--- src/core/epm_pkg.sv ---
// Package with constants, register map and carrier types of the monitor bank
// ----------------------------------------------------------------------------
// ----------------------------------------------------------------------------
package epm_pkg;

  // --------------------------------------------------------------------------
  // Page and register offsets
  // --------------------------------------------------------------------------
  localparam logic [7:0] EPM_PAGE         = 8'h04;
  localparam logic [4:0] EPM_SEQ_ERR      = 5'h10;
  localparam logic [4:0] EPM_SUBMF        = 5'h11;
  localparam logic [4:0] EPM_IRQ_VEC      = 5'h12;
  localparam logic [4:0] EPM_FAR_HI       = 5'h13;
  localparam logic [4:0] EPM_FAR_LO       = 5'h14;
  localparam logic [4:0] EPM_JITTER       = 5'h15;
  localparam logic [4:0] EPM_OVF_LATCH    = 5'h16;
  localparam logic [4:0] EPM_FRAME_LOSS   = 5'h17;
  localparam logic [4:0] EPM_ERR_RATE     = 5'h18;
  localparam logic [4:0] EPM_RCRC         = 5'h19;
  localparam logic [4:0] EPM_ERR_ALIGN    = 5'h1a;
  localparam logic [4:0] EPM_ALARM_LATCH  = 5'h1b;
  localparam logic [4:0] EPM_LINE_HI      = 5'h1c;
  localparam logic [4:0] EPM_LINE_LO      = 5'h1d;
  localparam logic [4:0] EPM_CHK_HI       = 5'h1e;
  localparam logic [4:0] EPM_CHK_LO       = 5'h1f;

  // --------------------------------------------------------------------------
  // Overflow latch bit positions
  // --------------------------------------------------------------------------
  localparam int EPM_OVF_SEQ    = 7;
  localparam int EPM_OVF_FAR    = 6;
  localparam int EPM_OVF_JIT    = 5;
  localparam int EPM_OVF_FLOSS  = 4;
  localparam int EPM_OVF_RATE   = 3;
  localparam int EPM_OVF_ALIGN  = 2;
  localparam int EPM_OVF_LINE   = 1;
  localparam int EPM_OVF_CHK    = 0;

  // --------------------------------------------------------------------------
  // Reset values, margins and times
  // --------------------------------------------------------------------------
  localparam logic [7:0] EPM_RESET_BYTE   = 8'h00;
  localparam int         EPM_NEAR_MARGIN  = 4;
  localparam int         EPM_CLK_KHZ      = 40000;
  localparam int         EPM_RCRC_MIN_MS  = 10;
  localparam int         EPM_RCRC_MAX_MS  = 450;
  localparam int         EPM_RCRC_MIN_CYC = EPM_RCRC_MIN_MS * EPM_CLK_KHZ;
  localparam int         EPM_RCRC_MAX_CYC = EPM_RCRC_MAX_MS * EPM_CLK_KHZ;
  localparam int         EPM_PERSIST_W    = 25;

  // --------------------------------------------------------------------------
  // Carrier types
  // --------------------------------------------------------------------------
  typedef struct packed {
    logic       cs;
    logic       rd;
    logic       wr;
    logic [7:0] page;
    logic [4:0] addr;
    logic [7:0] wdata;
  } epm_host_type;

  typedef struct packed {
    logic seq_err;
    logic submf_rx;
    logic far_err;
    logic rate_err;
    logic align_err;
    logic line_err;
    logic chk_err;
    logic frame_tick;
    logic irq_raise;
  } epm_event_type;

  typedef struct packed {
    logic remote;
    logic all_ones;
    logic slot16;
    logic signal_loss;
    logic auxiliary;
    logic multiframe;
    logic slip;
  } epm_alarm_type;

endpackage

--- src/core/epm_perf_mon.sv ---
// Performance monitoring register bank, page 04H, with its event counters
`timescale 1ns/1ps
`default_nettype none

module epm_perf_mon
  import epm_pkg::*;
#(
  parameter int unsigned JB_DEPTH         = 64,
  parameter int unsigned JB_FW            = 7,
  parameter int unsigned RCRC_MIN_CYCLES  = EPM_RCRC_MIN_CYC,
  parameter int unsigned RCRC_MAX_CYCLES  = EPM_RCRC_MAX_CYC
) (
  input  wire logic              clk,
  input  wire logic              reset,
  input  wire epm_host_type      host,
  input  wire epm_event_type     ev,
  input  wire epm_alarm_type     alarm,
  input  wire logic [7:0]        irq_category,
  input  wire logic              sync_lost,
  input  wire logic              remote_crc_cond,
  input  wire logic [JB_FW-1:0]  jb_fill,
  output logic [7:0]             rdata_r,
  output logic                   rvalid_r,
  output logic                   read_slow_r,
  output logic                   read_fast_r
);

  // --------------------------------------------------------------------------
  // State
  // --------------------------------------------------------------------------
  typedef struct packed {
    logic [7:0]               seq;
    logic [7:0]               submf;
    logic [7:0]               ivec;
    logic [9:0]               far;
    logic [7:0]               jit;
    logic [7:0]               ovf;
    logic [7:0]               floss;
    logic [7:0]               rate;
    logic                     rcrc_window;
    logic                     rcrc_persist;
    logic [7:0]               align;
    logic [6:0]               alarms;
    logic [15:0]              line;
    logic [9:0]               chk;
    logic [EPM_PERSIST_W-1:0] persist;
    logic                     near_prev;
    logic                     lost_prev;
    logic [7:0]               rdata;
    logic                     rvalid;
    logic                     slow;
    logic                     fast;
  } epm_state_type;

  epm_state_type r, r_nxt;

  localparam logic [EPM_PERSIST_W-1:0] MIN_C =
    EPM_PERSIST_W'(RCRC_MIN_CYCLES);
  localparam logic [EPM_PERSIST_W-1:0] MAX_C =
    EPM_PERSIST_W'(RCRC_MAX_CYCLES);
  localparam logic [JB_FW-1:0] LOW_MARK  = JB_FW'(EPM_NEAR_MARGIN);
  localparam logic [JB_FW-1:0] HIGH_MARK = JB_FW'(JB_DEPTH - EPM_NEAR_MARGIN);

  logic       sel;
  logic       rd_hit;
  logic       wr_seq;
  logic       near_lo;
  logic       near_hi;
  logic       near_entry;
  logic       lost_edge;
  logic [7:0] ovf_set;
  logic [7:0] rd_val;

  // --------------------------------------------------------------------------
  // Decode
  // --------------------------------------------------------------------------
  assign sel    = host.cs && (host.page == EPM_PAGE) && host.addr[4];
  assign rd_hit = sel && host.rd;
  assign wr_seq = sel && host.wr && (host.addr == EPM_SEQ_ERR);

  assign near_lo    = (jb_fill <= LOW_MARK);
  assign near_hi    = (jb_fill >= HIGH_MARK);
  assign near_entry = (near_lo || near_hi) && !r.near_prev;
  assign lost_edge  = sync_lost && !r.lost_prev;

  // Overflow on the increment that wraps each counter but the submultiframe tally
  always_comb begin
    ovf_set                = 8'h00;
    ovf_set[EPM_OVF_SEQ]   = ev.seq_err && !wr_seq && (r.seq == 8'hff);
    ovf_set[EPM_OVF_FAR]   = ev.far_err && (r.far == 10'h3ff);
    ovf_set[EPM_OVF_JIT]   = near_entry && (r.jit == 8'hff);
    ovf_set[EPM_OVF_FLOSS] = ev.frame_tick && sync_lost && !lost_edge &&
                             (r.floss == 8'hff);
    ovf_set[EPM_OVF_RATE]  = ev.rate_err && (r.rate == 8'hff);
    ovf_set[EPM_OVF_ALIGN] = ev.align_err && (r.align == 8'hff);
    ovf_set[EPM_OVF_LINE]  = ev.line_err && (r.line == 16'hffff);
    ovf_set[EPM_OVF_CHK]   = ev.chk_err && (r.chk == 10'h3ff);
  end

  // --------------------------------------------------------------------------
  // Read mux
  // --------------------------------------------------------------------------
  always_comb begin
    rd_val = EPM_RESET_BYTE;
    unique case (host.addr)
      EPM_SEQ_ERR:     rd_val = r.seq;
      EPM_SUBMF:       rd_val = r.submf;
      EPM_IRQ_VEC:     rd_val = r.ivec;
      EPM_FAR_HI:      rd_val = {6'h00, r.far[9:8]};
      EPM_FAR_LO:      rd_val = r.far[7:0];
      EPM_JITTER:      rd_val = r.jit;
      EPM_OVF_LATCH:   rd_val = r.ovf;
      EPM_FRAME_LOSS:  rd_val = r.floss;
      EPM_ERR_RATE:    rd_val = r.rate;
      EPM_RCRC:        rd_val = {6'h00, r.rcrc_window, r.rcrc_persist};
      EPM_ERR_ALIGN:   rd_val = r.align;
      EPM_ALARM_LATCH: rd_val = {r.alarms, 1'b0};
      EPM_LINE_HI:     rd_val = r.line[15:8];
      EPM_LINE_LO:     rd_val = r.line[7:0];
      EPM_CHK_HI:      rd_val = {6'h00, r.chk[9:8]};
      EPM_CHK_LO:      rd_val = r.chk[7:0];
      default:         rd_val = EPM_RESET_BYTE;
    endcase
  end

  // --------------------------------------------------------------------------
  // Next state
  // --------------------------------------------------------------------------
  always_comb begin
    r_nxt = r;

    // Host write wins over a same-cycle error so the loaded value is exact
    if (wr_seq) begin
      r_nxt.seq = host.wdata;
    end else if (ev.seq_err) begin
      r_nxt.seq = r.seq + 8'h01;
    end

    if (wr_seq) begin
      r_nxt.submf = 8'h00;
    end else if (ev.submf_rx) begin
      r_nxt.submf = r.submf + 8'h01;
    end

    if (ev.irq_raise) begin
      r_nxt.ivec = irq_category;
    end

    if (ev.far_err) begin
      r_nxt.far = r.far + 10'h001;
    end

    r_nxt.near_prev = near_lo || near_hi;
    if (near_entry) begin
      r_nxt.jit = r.jit + 8'h01;
    end
    r_nxt.slow = near_lo;
    r_nxt.fast = near_hi;

    r_nxt.lost_prev = sync_lost;
    if (lost_edge) begin
      r_nxt.floss = 8'h00;
    end else if (ev.frame_tick && sync_lost) begin
      r_nxt.floss = r.floss + 8'h01;
    end

    if (ev.rate_err) begin
      r_nxt.rate = r.rate + 8'h01;
    end
    if (ev.align_err) begin
      r_nxt.align = r.align + 8'h01;
    end
    if (ev.line_err) begin
      r_nxt.line = r.line + 16'h0001;
    end
    if (ev.chk_err) begin
      r_nxt.chk = r.chk + 10'h001;
    end

    // Clear on read first, then new events, so a set is never lost
    if (rd_hit && (host.addr == EPM_OVF_LATCH)) begin
      r_nxt.ovf = 8'h00;
    end
    r_nxt.ovf = r_nxt.ovf | ovf_set;

    if (rd_hit && (host.addr == EPM_ALARM_LATCH)) begin
      r_nxt.alarms = 7'h00;
    end
    r_nxt.alarms = r_nxt.alarms | alarm;

    // Persistence timer saturates so a long condition cannot wrap
    if (!remote_crc_cond) begin
      r_nxt.persist = '0;
    end else if (r.persist != '1) begin
      r_nxt.persist = r.persist + EPM_PERSIST_W'(1);
    end
    r_nxt.rcrc_persist = remote_crc_cond && (r.persist > MIN_C);

    if (rd_hit && (host.addr == EPM_RCRC)) begin
      r_nxt.rcrc_window = 1'b0;
    end
    // Window bit marks a condition that ended between the two limits
    if (!remote_crc_cond && (r.persist > MIN_C) && (r.persist < MAX_C)) begin
      r_nxt.rcrc_window = 1'b1;
    end

    r_nxt.rvalid = rd_hit;
    r_nxt.rdata  = rd_hit ? rd_val : EPM_RESET_BYTE;
  end

  // --------------------------------------------------------------------------
  // Registers
  // --------------------------------------------------------------------------
  always_ff @(posedge clk or posedge reset) begin
    if (reset) begin
      r <= '0;
    end else begin
      r <= r_nxt;
    end
  end

  assign rdata_r     = r.rdata;
  assign rvalid_r    = r.rvalid;
  assign read_slow_r = r.slow;
  assign read_fast_r = r.fast;
endmodule

`default_nettype wire

--- config.mk ---
export PLATFORM = sky130hd
export DESIGN_NAME = epm_perf_mon
export DESIGN_NICKNAME = d
export VERILOG_FILES = /design/src/core/epm_pkg.sv /design/src/core/epm_perf_mon.sv
export SDC_FILE = /design/constraint.sdc
export NUM_CORES = 1
export LEC_CHECK = 0
export ABC_AREA = 1
export BUFFER_PORTS_ARGS = -buffer_cell sky130_fd_sc_hd__buf_2
export CORE_UTILIZATION = 45
export DETAILED_ROUTE_END_ITERATION = 7
export PLACE_DENSITY = 0.7
export SLEW_MARGIN = 40
export SYNTH_ARGS = -nofsm -noshare
export SYNTH_HDL_FRONTEND = slang
export SYNTH_SLANG_ARGS = --single-unit
--- constraint.sdc ---
create_clock -name clk -period 5.7 [get_ports clk]
set_input_delay 0.285 -clock clk [delete_from_list [all_inputs] [get_ports clk]]
set_output_delay 0.285 -clock clk [all_outputs]
set_load 0.01 [all_outputs]
## Yosys cells after proc, flatten, opt, wreduce, memory -nomap -nowiden

Index checks and enable logic that the tools add are counted.

| word-level totals | value |
|---|---|
| logic and storage cells | 112 |
| register bits after elaboration | 147 |
| output and inout port bits | 11 |
| bits of input ports | 59 |

| cells by class | value |
|---|---|
| reduce and logical (&&, ||, !) cells | 34 |
| add/subtract/negate cells | 10 |
| equality and inequality tests | 27 |
| bitwise gates (word level) | 2 |
| magnitude comparators | 4 |
| mux-type cells | 14 |

Operators by type and width:

| kind | number |
|---|---|
| $pmux 8 s16 | 1 |
| $eq 5x5->1 const B | 16 |
| $mux 8 | 8 |
| $mux 25 | 2 |
| $add 8x1->8 const B | 6 |
| $eq 8x8->1 const B | 5 |
| $add 25x1->25 const B | 1 |
| $gt 25x19->1 const B | 1 |
| $lt 25x25->1 const B | 1 |
| $ne 25x25->1 const B | 1 |
| $logic_and 1x1->1 | 24 |
| $add 10x1->10 const B | 2 |
| $eq 10x10->1 const B | 2 |
| $add 16x1->16 const B | 1 |
| $eq 16x16->1 const B | 1 |
| $eq 8x3->1 const B | 1 |
| $or 8x8->8 | 1 |
| $reduce_bool 2->1 | 4 |
| $ge 7x6->1 const B | 1 |
| $le 7x3->1 const B | 1 |
| $mux 7 | 1 |
| $or 7x7->7 | 1 |
| $logic_not 1->1 | 5 |
| $mux 1 | 2 |
| other kinds (2) | 2 |

## Longest topological paths before layout

| depth | value |
|---|---|
| depth in word-level cells | 9 |
| depth in mapped cells | 11 |
| depth with buffers taken out | 11 |

## Worst setup path after synthesis

OpenSTA, ideal clock, no wires.

| path | value |
|---|---|
| path kind | flip-flop to flip-flop |
| start point | register r[13] (netlist name) |
| end point | register r[15] (netlist name) |
| slack | 4.150 ns |
| setup time | 0.095 ns |
| period minus slack after synthesis | 1.550 ns |
| arrival | 1.455 ns |
| cell stages (with the launch flop) | 11 |
| path buffers | 1 |
| data required time | 5.605 ns |
| cell sequence | dfrtp_1 -> ha_1 -> nand2_1 -> inv_1 -> nand2_1 -> inv_2 -> nand2_2 -> nor2_4 -> nand3_4 -> buf_6 -> o31ai_1 |

| on the way | value |
|---|---|
| cells in the longest elaborated chain, start to end | 3 |
| elaborated cells between the ends (all ways) | 5 |
| those cells by class | add/sub: 1; eq/ne: 2; mux: 2 |

RTL lines:

| element | line | RTL |
|---|---|---|
| start: declaration | epm_perf_mon.sv:55 | `epm_state_type r, r_nxt;` |
| start signal: assignment | epm_perf_mon.sv:218 | `r <= r_nxt;` |
| $add 25x1->25 | epm_perf_mon.sv:195 | `r_nxt.persist = r.persist + EPM_PERSIST_W'(1);` |
| $mux 25 | epm_perf_mon.sv:194 | `end else if (r.persist != '1) begin` |
| $mux 25 | epm_perf_mon.sv:192 | `if (!remote_crc_cond) begin` |

Parallel ways exist; a longest one is shown, timed or not. The select of a mux whose other input is x is not followed.
A chain may end at the register's enable or synchronous reset.

## Final worst setup path

| path | value |
|---|---|
| start point | register r[13] (netlist name) |
| end point | register r[13] (netlist name) |

Same word-level chain as after synthesis.

==> metrics <==
ys async rst share=1.00; register area share after synthesis=0.440; Die Y=138 µm; Fillers=~1700; Max stage delay on crit path=420 ps; post-synthesis cell count=1126; vias in the first global route=7145; chip width=138 µm; Layout Skew=approximately 9.1 ps; area of the core=~18000 µm²; final setup fails=0; crit end category=flip-flop; first-pass GRT wire length=34700 µm; share of layout cells above drive strength 1=0.118; Top delay family on crit path=simple AND/OR/NAND/NOR gates; WL final=20600 µm; Wirelength per Cell=14.4 µm; Buf+Inv Stages, Crit Path=2; worst skew pair latency=approximately 430 ps; top post-synthesis cells by area=dfrtp_1, nand2_1, nor2_1; ys flop type=dfrtp_1; setup_tns=0 ps; clk buf depth=2; post-synthesis adder-cell area fraction=0.0165; grt ovf=0; Critical Path RT=6030 ps; DR iter-0 viols=696; Avg Cell Area, Syn=7.42 µm²; DP HPWL=between 15000 and 20000 µm; LEAKAGE=between 5 and 6 nW; mux contribution to synthesized area=0.00808; status=complete, but fails checks; sequential cell area=3680 µm²; WP data arrival=between 2000 and 2500 ps; TritonRoute pass-1 iters=8; CP max FO=24; post-layout min period=1970 ps; DRC violation count after routing=6; final slew viol count=0; Synth Area in Compound Gates=0.0371; Rows=49; Mapped Nets=1196; maximum clock rate=507 MHz; Synth cell types=38; worst slack, placed=3580 ps; Root Buffer=clkbuf_16; Post-Synth Simple-Gate Area=0.361; P per Cell Area=332 nW/µm²; main combinational cell family by area after synthesis=simple AND/OR/NAND/NOR gates; Die Area=19100 µm²; EDFF count, synth=0; Syn Std Cell Area=8360 µm²; CTS tree=built; TritonCTS Buffers=17; H-tree depth=4; Hold WC Path Type=input port to asynchronous set/reset pin; Routed Antenna Nets=0; final hold viol count=18; Yosys warning total=0; Slew Limit Headroom=0.480; antenna cell count=0; Slew @ Worst Pin=777 ps; Setup CP Type=flip-flop to flip-flop; total number of vias=7434; initial antenna violation count=0; worst hold slack=-64.9 ps; vias per std cell=5.19; Synth area leader=dfrtp_1; Yosys top cell area share=0.440; Max stage delay cell, worst path=dfrtp_1; CP most frequent cell=nand2_1; RSZ-0062 raised after global routing=no; Buffers on Ports=69; multi-input logic area=4020 µm²; Max-cap violations=0; fin nets=~1300; io pins=70; Startpoint Class=flip-flop; peak supply drop=about 210 µV; CTS sink count=between 100 and 150; Layout area overhead=12.7%; Starting Density=0.462; Placer Congestion=0.913; xor/xnor cell area share of the yosys netlist=0.0576; largest net degree at the start of global routing=80; GRT Overall Usage=0.228; total chip power=3.13 mW; failing checks=DRC, hold timing; Yosys reg bits=147; slack of the critical path=~3700 ps; cell breakdown of the critical path=ha_1 -> nand2_1 -> inv_1 -> nand2_1 -> inv_2 -> nand2_2 -> nor2_4 -> nand3_4 -> o21ai_0; Worst-path clk slew=approximately 70 ps; final period utilization=0.346
-- what timing repair did --
item	in CTS	in global routing
gates resized for setup	0	0
hold buffers	1	0
hold endpoints to repair	1	0
buffers inserted	0	0
-- final timing paths --
| check | start | to | slack, ps | cells past startpoint |
|---|---|---|---|---|
| min in group clk | host[3] | r[142] | 60 | 3 |
| worst max register to register | r[13] | r[13] | 3730 | 9 |
| worst min-delay path | reset | r[142] | -60 | 2 |
| worst max-delay path | r[13] | r[13] | 3730 | 9 |
| max in group asynchronous | reset | read_fast_r | 4660 | 3 |
| worst min register to register | r[100] | r[100] | 480 | 2 |
-- report_power, final --
part / switching, mW / internal [mW] / leakage, nW
clock: 0.430 / 0.670 / 0.283
sequential: 0.244 / 1.25 / 1.87
combinational: 0.300 / 0.232 / 2.88
-- area by class of cell --
type                    count  share of cell area
clock buffers              20              0.0495
flip-flops and latches    147               0.390
inverters                 131              0.0528
multi-input cells         824               0.426
repair buffers             71              0.0389
clock inverters            10              0.0116
well taps                 229              0.0304
-- placed cells by master (no fill, tap or decap), types with 3 or more instances in the layout --
| cell | Yosys | final |
|---|---|---|
| a21oi_1 | 13 | 13 |
| buf_2 | 6 | 69 |
| clkbuf_16 | 0 | 17 |
| clkbuf_8 | 0 | 3 |
| clkinv_2 | 1 | 6 |
| dfrtp_1 | 147 | 147 |
| ha_1 | 11 | 11 |
| inv_1 | 125 | 124 |
| inv_2 | 4 | 4 |
| mux2_2 | 6 | 6 |
| nand2_1 | 353 | 353 |
| nand2_2 | 4 | 4 |
| nand3_1 | 98 | 98 |
| nand4_1 | 38 | 38 |
| nor2_1 | 158 | 158 |
| nor2_2 | 5 | 5 |
| nor2_4 | 9 | 9 |
| nor3_1 | 15 | 15 |
| nor4_1 | 3 | 3 |
| o21ai_0 | 21 | 21 |
| o21ai_1 | 4 | 4 |
| o21bai_1 | 8 | 8 |
| o31ai_1 | 3 | 3 |
| or2_2 | 7 | 7 |
| xnor2_1 | 18 | 18 |
| xor2_1 | 37 | 37 |
-- Yosys cell counts, types with 2 or more instances --
cell type / n
nand2_1: 353
nor2_1: 158
dfrtp_1: 147
inv_1: 125
nand3_1: 98
nand4_1: 38
xor2_1: 37
o21ai_0: 21
xnor2_1: 18
nor3_1: 15
a21oi_1: 13
buf_4: 11
ha_1: 11
nor2_4: 9
o21bai_1: 8
or2_2: 7
buf_2: 6
mux2_2: 6
nor2_2: 5
buf_6: 4
inv_2: 4
nand2_2: 4
o21ai_1: 4
clkbuf_1: 3
nor4_1: 3
o31ai_1: 3
a21o_1: 2
nand3b_1: 2
nor3_2: 2
-- cell families after synthesis --
group / Yosys count
mux: 6
flops: 147
simple gates: 698
fa+ha+maj: 11
compound gates: 54
xor+xnor: 55
buf+inv: 155
-- registers in the layout (all words and copies together), names as in the netlist --
name and cells:
rdata_r 8, rvalid_r 1, r 136, read_slow_r 1, read_fast_r 1
-- layer usage --
| layer | vias up | wire (µm) | global-route usage |
|---|---|---|---|
| met1 | 3497 | 9770 | 0.322 |
| met3 | 27 | 1250 | 0.0471 |
| li1 | 3679 | - | - |
| met5 | - | 0 | 0 |
| met2 | 231 | 9250 | 0.353 |
| met4 | 0 | 368 | 0.0651 |
-- through the flow --
| stage | area (µm²) | hold WS [ps] | instances | util |
|---|---|---|---|---|
| global placement | 8830 | 426 | 1401 | 0.488 |
| detailed placement | 8840 | 428 | 1401 | 0.489 |
| global route | 9420 | 38.6 | 1432 | 0.521 |
| finish | 9420 | -64.9 | 1432 | 0.521 |
| CTS | 9420 | 9.54 | 1432 | 0.521 |
| floorplan | 8360 | 316 | 1126 | - |
Power figures use the tool's default switching activity.
